$ cat src/hdl/bir_defines.vh
`ifndef BIR_DEFINES_VH
`define BIR_DEFINES_VH
// register offsets (byte addresses, one 32-bit word each)
`define BIR_OFF_EDGE_LEVEL_CONTROL_REGISTER 8'h00
`define BIR_OFF_ROUTE0 8'h04
`define BIR_OFF_ROUTE1 8'h08
`define BIR_OFF_ROUTE2 8'h0C
`define BIR_OFF_ROUTE3 8'h10
`define BIR_OFF_LEG_STAT 8'h14
`define BIR_OFF_LEG_VEC 8'h18
`define BIR_OFF_EOI 8'h1C
`define BIR_OFF_MP_RAW 8'h20
`define BIR_OFF_MP_CTL 8'h24
`define BIR_OFF_INT_STAT 8'h28
`define BIR_OFF_INT_EN 8'h2C
`define BIR_OFF_INT_CLR 8'h30
// reset values
`define BIR_EDGE_LEVEL_CONTROL_REGISTER_RST 16'h0000
`define BIR_ROUTE_RST 8'h80
// route register fields
`define BIR_ROUTE_DIS_BIT 7
`define BIR_ROUTE_LINE_MSB 3
// lines that may never be level-mode or routed targets
`define BIR_FIXED_LINES 16'h2107
`define BIR_CASCADE_LINE 2
// interrupt status bit positions
`define BIR_EV_LEG 0
`define BIR_EV_IPI0 1
`define BIR_EV_IPI1 2
`define BIR_EV_TMR 3
`define BIR_EV_W 4
`endif

$ cat src/hdl/bir_irq_router.v
// Implementation choices: the register offsets and the strobed register port.
`include "bir_defines.vh"

// Functional notes
// - fifteen legacy requests are served as a primary and secondary controller pair.
// - each line can be set edge or level mode except lines 0, 1, 2, 8 and 13.
// - four pci inputs each have a route register selecting one of eleven legacy lines.
// - several pci inputs may be routed onto the same legacy line at once.
// - after reset every legacy line is in edge mode.
// - line 0 comes from the internal timer as an active-high edge source.
// - priority is line 0, line 1, secondary lines 8 to 15, then lines 3 to 7.
// - the multiprocessor controller serves two processors and sixteen external inputs.
// - it also holds two cross-processor sources and one timer source.
// - the legacy output drives multiprocessor input 0 as an active-high level.
module bir_irq_router #(
    parameter NUM_CPU = 2,
    parameter NUM_EXT = 16
) (
    // clock, enable, reset
    input wire mclk,
    input wire clk_en,
    input wire reset,
    // register port
    input wire [7:0] reg_addr,
    input wire [31:0] reg_wdata,
    input wire reg_wr,
    input wire reg_rd,
    output reg [31:0] reg_rdata,
    // legacy request pins, bit n is line n (0 and 2 unused here)
    input wire [15:0] isa_irq_in,
    // active-low pci_irq_inputs
    input wire [3:0] pci_irq_inputs_n,
    // internal timer channel level
    input wire timer_tick,
    // board sources for the multiprocessor side, active low
    input wire [NUM_EXT-1:0] mp_ext_n,
    // controller outputs
    output reg legacy_int_reg,
    output reg [NUM_CPU-1:0] cpu_int_reg,
    output reg irq_reg
);
    // synchronise pins
    reg [15:0] isa_s1, isa_s2;
    reg [3:0] pci_s1, pci_s2;
    reg [NUM_EXT-1:0] mp_s1, mp_s2;
    always @(posedge mclk) begin
        if (reset) begin
            isa_s1 <= 16'h0000;
            isa_s2 <= 16'h0000;
            pci_s1 <= 4'hF;
            pci_s2 <= 4'hF;
            mp_s1 <= {NUM_EXT{1'b1}};
            mp_s2 <= {NUM_EXT{1'b1}};
        end else if (clk_en) begin
            isa_s1 <= isa_irq_in;
            isa_s2 <= isa_s1;
            pci_s1 <= pci_irq_inputs_n;
            pci_s2 <= pci_s1;
            mp_s1 <= mp_ext_n;
            mp_s2 <= mp_s1;
        end
    end

    // control registers
    reg [15:0] edge_level_control_register_reg;
    reg [7:0] route_reg [0:3];
    reg [15:0] irr_reg, isr_reg, prev_reg;
    reg [3:0] vec_reg;
    reg [NUM_EXT-1:0] mp_en_reg;
    reg [3:0] mp_tmr_reg;
    reg [`BIR_EV_W-1:0] stat_reg, en_reg;
    reg tmr_prev;

    // a route target is legal when not one of the reserved lines
    function legal_target;
        input [3:0] ln;
        reg [15:0] free_lines;
        begin
            // pick one bit on purpose rather than truncating a shift
            free_lines = ~`BIR_FIXED_LINES;
            legal_target = free_lines[ln];
        end
    endfunction

    // combine routed pci inputs onto legacy lines
    // or of routes
    integer r;
    reg [15:0] pci_lines;
    reg [3:0] tgt;
    always @* begin
        pci_lines = 16'h0000;
        tgt = 4'h0;
        for (r = 0; r < 4; r = r + 1) begin
            tgt = route_reg[r][`BIR_ROUTE_LINE_MSB:0];
            if (!route_reg[r][`BIR_ROUTE_DIS_BIT] && legal_target(tgt)
                    && !pci_s2[r])
                pci_lines[tgt] = 1'b1;
        end
    end

    // assemble raw requests; line 2 is the cascade and carries nothing
    reg [15:0] raw;
    always @* begin
        raw = (isa_s2 | pci_lines) & 16'hFFFA;
        raw[0] = timer_tick;
    end

    // edge mode latches rising edges; level mode follows the pin
    wire [15:0] rise = raw & ~prev_reg;
    wire [15:0] lvl_mask = edge_level_control_register_reg & ~`BIR_FIXED_LINES;
    wire [15:0] irr_next = (irr_reg & ~lvl_mask) | (rise & ~lvl_mask)
        | (raw & lvl_mask);

    // pending lines that are not themselves in service
    wire [3:0] best;
    wire any_pend;
    bir_prio u_prio (
        .pend(irr_reg & ~isr_reg),
        .line(best),
        .any(any_pend)
    );
    wire in_service = |isr_reg;

    wire wr_eoi = reg_wr && reg_addr == `BIR_OFF_EOI;
    wire ack = any_pend && !in_service;

    // legacy controller state
    always @(posedge mclk) begin
        if (reset) begin
            irr_reg <= 16'h0000;
            isr_reg <= 16'h0000;
            prev_reg <= 16'h0000;
            vec_reg <= 4'h0;
            tmr_prev <= 1'b0;
        end else if (clk_en) begin
            prev_reg <= raw;
            tmr_prev <= timer_tick;
            // accept one request at a time; eoi retires it
            if (ack) begin
                isr_reg <= 16'h0001 << best;
                vec_reg <= best;
                irr_reg <= irr_next & ~(16'h0001 << best);
            end else begin
                irr_reg <= irr_next;
                if (wr_eoi)
                    isr_reg <= 16'h0000;
            end
        end
    end

    // registers written by software
    integer k;
    always @(posedge mclk) begin
        if (reset) begin
            edge_level_control_register_reg <= `BIR_EDGE_LEVEL_CONTROL_REGISTER_RST;
            for (k = 0; k < 4; k = k + 1)
                route_reg[k] <= `BIR_ROUTE_RST;
            mp_en_reg <= {NUM_EXT{1'b0}};
            en_reg <= {`BIR_EV_W{1'b0}};
        end else if (clk_en && reg_wr) begin
            case (reg_addr)
                `BIR_OFF_EDGE_LEVEL_CONTROL_REGISTER: edge_level_control_register_reg <= reg_wdata[15:0]
                    & ~`BIR_FIXED_LINES;
                `BIR_OFF_ROUTE0: route_reg[0] <= reg_wdata[7:0];
                `BIR_OFF_ROUTE1: route_reg[1] <= reg_wdata[7:0];
                `BIR_OFF_ROUTE2: route_reg[2] <= reg_wdata[7:0];
                `BIR_OFF_ROUTE3: route_reg[3] <= reg_wdata[7:0];
                `BIR_OFF_MP_CTL: mp_en_reg <= reg_wdata[NUM_EXT-1:0];
                `BIR_OFF_INT_EN: en_reg <= reg_wdata[`BIR_EV_W-1:0];
                default: ;
            endcase
        end
    end

    // multiprocessor side: input 0 is the legacy output, high level
    // legacy into input 0
    wire [NUM_EXT-1:0] mp_raw = {~mp_s2[NUM_EXT-1:1], legacy_int_reg};
    wire mp_any = |(mp_raw & mp_en_reg);
    wire ipi0_wr = reg_wr && reg_addr == `BIR_OFF_MP_RAW
        && reg_wdata[0];
    wire ipi1_wr = reg_wr && reg_addr == `BIR_OFF_MP_RAW
        && reg_wdata[1];
    wire tmr_ev = timer_tick && !tmr_prev;
    wire leg_ev = ack;
    wire [`BIR_EV_W-1:0] ev = {tmr_ev, ipi1_wr, ipi0_wr, leg_ev};
    wire clr_wr = reg_wr && reg_addr == `BIR_OFF_INT_CLR;

    // status, outputs; a set in the clear cycle wins
    always @(posedge mclk) begin
        if (reset) begin
            stat_reg <= {`BIR_EV_W{1'b0}};
            mp_tmr_reg <= 4'h0;
            legacy_int_reg <= 1'b0;
            cpu_int_reg <= {NUM_CPU{1'b0}};
            irq_reg <= 1'b0;
        end else if (clk_en) begin
            stat_reg <= (stat_reg & ~(clr_wr ? reg_wdata[`BIR_EV_W-1:0]
                : {`BIR_EV_W{1'b0}})) | ev;
            mp_tmr_reg <= mp_tmr_reg + {3'b000, tmr_ev};
            legacy_int_reg <= in_service;
            cpu_int_reg[0] <= mp_any | stat_reg[`BIR_EV_IPI0]
                | stat_reg[`BIR_EV_TMR];
            cpu_int_reg[NUM_CPU-1] <= mp_any | stat_reg[`BIR_EV_IPI1]
                | stat_reg[`BIR_EV_TMR];
            irq_reg <= |(stat_reg & en_reg);
        end
    end

    // read port, one cycle latency; unmapped reads give zero
    always @(posedge mclk) begin
        if (reset) begin
            reg_rdata <= 32'h0000_0000;
        end else if (clk_en) begin
            reg_rdata <= 32'h0000_0000;
            if (reg_rd) begin
                case (reg_addr)
                    `BIR_OFF_EDGE_LEVEL_CONTROL_REGISTER: reg_rdata <= {16'h0000, edge_level_control_register_reg};
                    `BIR_OFF_ROUTE0: reg_rdata <= {24'h00_0000, route_reg[0]};
                    `BIR_OFF_ROUTE1: reg_rdata <= {24'h00_0000, route_reg[1]};
                    `BIR_OFF_ROUTE2: reg_rdata <= {24'h00_0000, route_reg[2]};
                    `BIR_OFF_ROUTE3: reg_rdata <= {24'h00_0000, route_reg[3]};
                    `BIR_OFF_LEG_STAT: reg_rdata <= {isr_reg, irr_reg};
                    `BIR_OFF_LEG_VEC: reg_rdata <= {27'h000_0000,
                        in_service, vec_reg};
                    `BIR_OFF_MP_RAW: reg_rdata <= {16'h0000, mp_raw};
                    `BIR_OFF_MP_CTL: reg_rdata <= {16'h0000, mp_en_reg};
                    `BIR_OFF_INT_STAT: reg_rdata <= {28'h000_0000, stat_reg};
                    `BIR_OFF_INT_EN: reg_rdata <= {28'h000_0000, en_reg};
                    default: reg_rdata <= 32'h0000_0000;
                endcase
            end
        end
    end
endmodule // bir_irq_router

$ cat src/hdl/bir_prio.v
// fixed legacy priority encoder: picks the most urgent pending line
module bir_prio (
    // pending lines, one bit per legacy line
    input wire [15:0] pend,
    // chosen line and whether anything is pending
    output reg [3:0] line,
    output reg any
);
    // order table: 0,1, then secondary 8..15, then 3..7
    function [3:0] slot_line;
        input [3:0] s;
        begin
            if (s < 4'h2)
                slot_line = s;
            else if (s < 4'hA)
                slot_line = s + 4'h6;
            else
                slot_line = s - 4'h7;
        end
    endfunction

    integer i;
    reg [3:0] cand;
    // scan from lowest urgency upward so the most urgent overwrites
    always @* begin
        line = 4'h0;
        any = 1'b0;
        cand = 4'h0;
        for (i = 14; i >= 0; i = i - 1) begin
            cand = slot_line(i[3:0]);
            if (pend[cand]) begin
                line = cand;
                any = 1'b1;
            end
        end
    end
endmodule // bir_prio

$ cat config.mk
export PLATFORM = sky130hd
export DESIGN_NAME = bir_irq_router
export DESIGN_NICKNAME = d
export VERILOG_FILES = /design/src/hdl/bir_irq_router.v /design/src/hdl/bir_prio.v
export VERILOG_INCLUDE_DIRS = /design/src /design/src/hdl
export SDC_FILE = /design/constraint.sdc
export NUM_CORES = 1
export LEC_CHECK = 0
export BUFFER_PORTS_ARGS = -buffer_cell sky130_fd_sc_hd__buf_2
export CORE_MARGIN = 2
export CORE_UTILIZATION = 25
export DETAILED_ROUTE_END_ITERATION = 8
export PLACE_DENSITY = 0.45
export SETUP_SLACK_MARGIN = 0.15
export SKIP_CTS_REPAIR_TIMING = 1
export SYNTH_ARGS = -nofsm -noshare
export SYNTH_HDL_FRONTEND = slang
export SYNTH_SLANG_ARGS = --single-unit
$ cat constraint.sdc
create_clock -name mclk -period 2.95 [get_ports mclk]
set_clock_uncertainty 0.1 [all_clocks]
set_input_delay 0 -clock mclk [delete_from_list [all_inputs] [get_ports mclk]]
set_output_delay 0 -clock mclk [all_outputs]
set_load 0.02 [all_outputs]
==> results.cfg <==
[critical_path]
cp_num_buf_inv = 0
cp_max_fo = 14
start_kind = flop
slowest_delay_ns = 0.58
worstPathRequired_ns = 3.33
cp_slowest_cell = or4_1
crit_family = simple AND/OR/NAND/NOR gates
endpoint_kind = flop
worst-setup-path-type = flop to flop
worstPathCellList = nor2b_1 > or4_1 > nor4_4 > o32a_2 > and2_1 > a22o_1
cp.arrival_ns = 2.92

[global_route]
grt_pass1_wl_mm = 52.2
antenna_found_initial = 0
grt_use_total_pct = 16.5
grt_pass1_vias = 8143
use_met3_pct = 2.43
busiest_layer = met2
grt_util_met1_pct = 24.4
use_met2_pct = 25.2
grt_max_degree = 91
grt.overflow.total = 0

[clocking]
cts_tree = built
numCtsBuffers = 27
clk_path_buf_depth = 3
cts_max_level = 1
insertion_delay_ns = 0.54
ctsRootBufferMaster = clkbuf_16
cts.sinks = 220
clk_pin_slew_worst_paths_ns = 0.06

[run_status]
status = complete, but fails checks
violations = negative hold slack

[layout]
instances_no_fill = 1804
layout_commonest_cell = dfxtp_1
area_delta_synth_final_pct = 26.6
nFillCells = 4130
layout.nets = 1348
final_cell_mix = dfxtp_1, nand2_1, nor2_1
layout-drive-gt1-share_pct = 15.5

[logic_synthesis]
async_flop_share_pct = 0
yosysWarnings = 0
yosysSeqAreaShare_pct = 47.6
syn-num-nets = 1187
synthCells = 1105
synth_seq_cells = 220
synth_edf_count = 32
synth_area_per_cell_um2 = 8.98
synth_ff_type = dfxtp_1
netlist_area_um2 = 9920
synth_cell_types = 69

[placed_design]
dp_hpwl_mm = 26.1
placed_cells = 1693
io_buffers = 98
globalplace.congestion = 0.882

[pwr]
ir_worst_vdd_uv = 526
power-per-cell-area_nw_per_um2 = 567
p_leak_nw = 4.85

[sta]
drv_slew = 0
fin_setup_tns_ns = 0
max_slew_margin_pct = 40.7
fmax_ghz = 0.393
tightest_slew_ns = 0.881
rsz0062_at_grt = false
fin_crit_sh_pct = 86.3
hold_viol_final = 4
period_minus_slack_ns = 2.55
setup_violations = 0
hold_slack_ns = -0.0183

[route]
routedWlPerCell_um = 19.6
dr.pass1.iters = 5
wl_mm = 35.4
drc = 0
post_drt_via_cell_ratio = 4.95
postRouteAntennaNets = 0
vias = 8930
initialDrtViolationCount = 716

[die]
num_rows = 72
die_height_um = 203
die_w_um = 203
die_area_um2 = 41300
start_util_pct = 25.5
core_region_area_um2 = 38900
ios = 118

[run]
drv_cap = 0

[worst_hold_path]
hp-class = primary input to flop
## layout make-up
cell class                      instances  area (um2)  share of cell area, %
Timing Repair Buffer                  200        1430                   11.4
Inverter                               33         124                  0.986
Clock buffer                           37         753                   5.99
Clock inverter                         11        82.6                  0.657
Antenna cell                            1        2.50                 0.0199
Multi-Input combinational cell        784        4800                   38.2
Sequential cell                       220        4720                   37.6
Tap cell                              518         648                   5.16
## kinds of logic (layout without fill, tap and decap cells)
family / Yosys count / count (layout) / share of synthesized area (%)
buf+inv: 101 / 281 / 4.01
flops: 220 / 220 / 47.6
other cells: 0 / 1 / 0
compound gates: 239 / 239 / 16.5
mux: 89 / 89 / 9.40
simple gates: 456 / 456 / 22.5
## path summary, 6_finish.rpt
path | from | end | slack [ns] | cells past startpoint
max | irr_reg[6] | isr_reg[12] | 0.40 | 6
min | reg_addr[4] | stat_reg[3] | -0.02 | 4
max reg2reg | irr_reg[6] | isr_reg[12] | 0.40 | 6
min reg2reg | mp_en_reg[2] | mp_en_reg[2] | 0.36 | 2
## metrics by stage
stage	util, %	hold WS (ns)	setup WS, ns	instance area, um2	power (mW)
finish	32.3	-0.0183	0.403	12600	7.12
CTS	30.7	-0.448	0.399	11900	7.15
global placement	28.5	0.118	0.452	11100	3.97
global route	32.3	0.00381	0.162	12600	7.40
detailed placement	28.5	0.119	0.402	11100	3.98
floorplan	-	0.0284	0.641	9920	3.68
## power by group
part / internal [mW] / switching [mW] / total, mW
combinational: 0.300 / 0.436 / 0.736
clock: 1.86 / 1.28 / 3.14
sequential: 3.14 / 0.104 / 3.24
## routing by layer
metal	part of all wire, %	up-vias
met1	49	4277
met3	6.0	47
met4	1.7	0
met5	0	-
li1	-	4324
met2	43	282
## worst min-delay path: cells and delay by family
kind / cells / cell delay, ns
AOI/OAI and AO/OA: 2 / 0.24
and+or+nand+nor: 1 / 0.18
buffers and inverters: 1 / 0.14
## cells in the mapped netlist, types with 3 or more instances
master	count	area share [%]
dfxtp_1	188	38
nand2_1	151	5.7
nor2_1	111	4.2
mux2i_1	82	8.3
a21oi_1	61	3.1
clkbuf_1	49	1.9
o21ai_0	35	1.8
a22oi_1	33	2.5
edfxtp_1	32	9.7
inv_1	32	1.2
nor2b_1	32	2.0
a22o_1	26	2.3
nor4_1	25	1.6
and2_1	23	1.4
nand2b_1	23	1.4
nand3_1	23	1.2
nor3_1	22	1.1
o22ai_1	12	0.76
buf_1	11	0.42
a211oi_1	10	0.76
and3_1	10	0.63
nand4_1	10	0.63
a31oi_1	9	0.57
o211ai_1	8	0.61
buf_2	6	0.30
a221oi_1	5	0.44
mux2_2	4	0.45
a221o_1	3	0.30
a222oi_1	3	0.30
a311oi_1	3	0.26
a32o_1	3	0.30
a32oi_1	3	0.26
mux4_2	3	0.68
nor3b_1	3	0.23
o211a_1	3	0.30
o31ai_1	3	0.23
o32ai_1	3	0.26
or4b_2	3	0.30
Power figures use the tool's default switching activity.
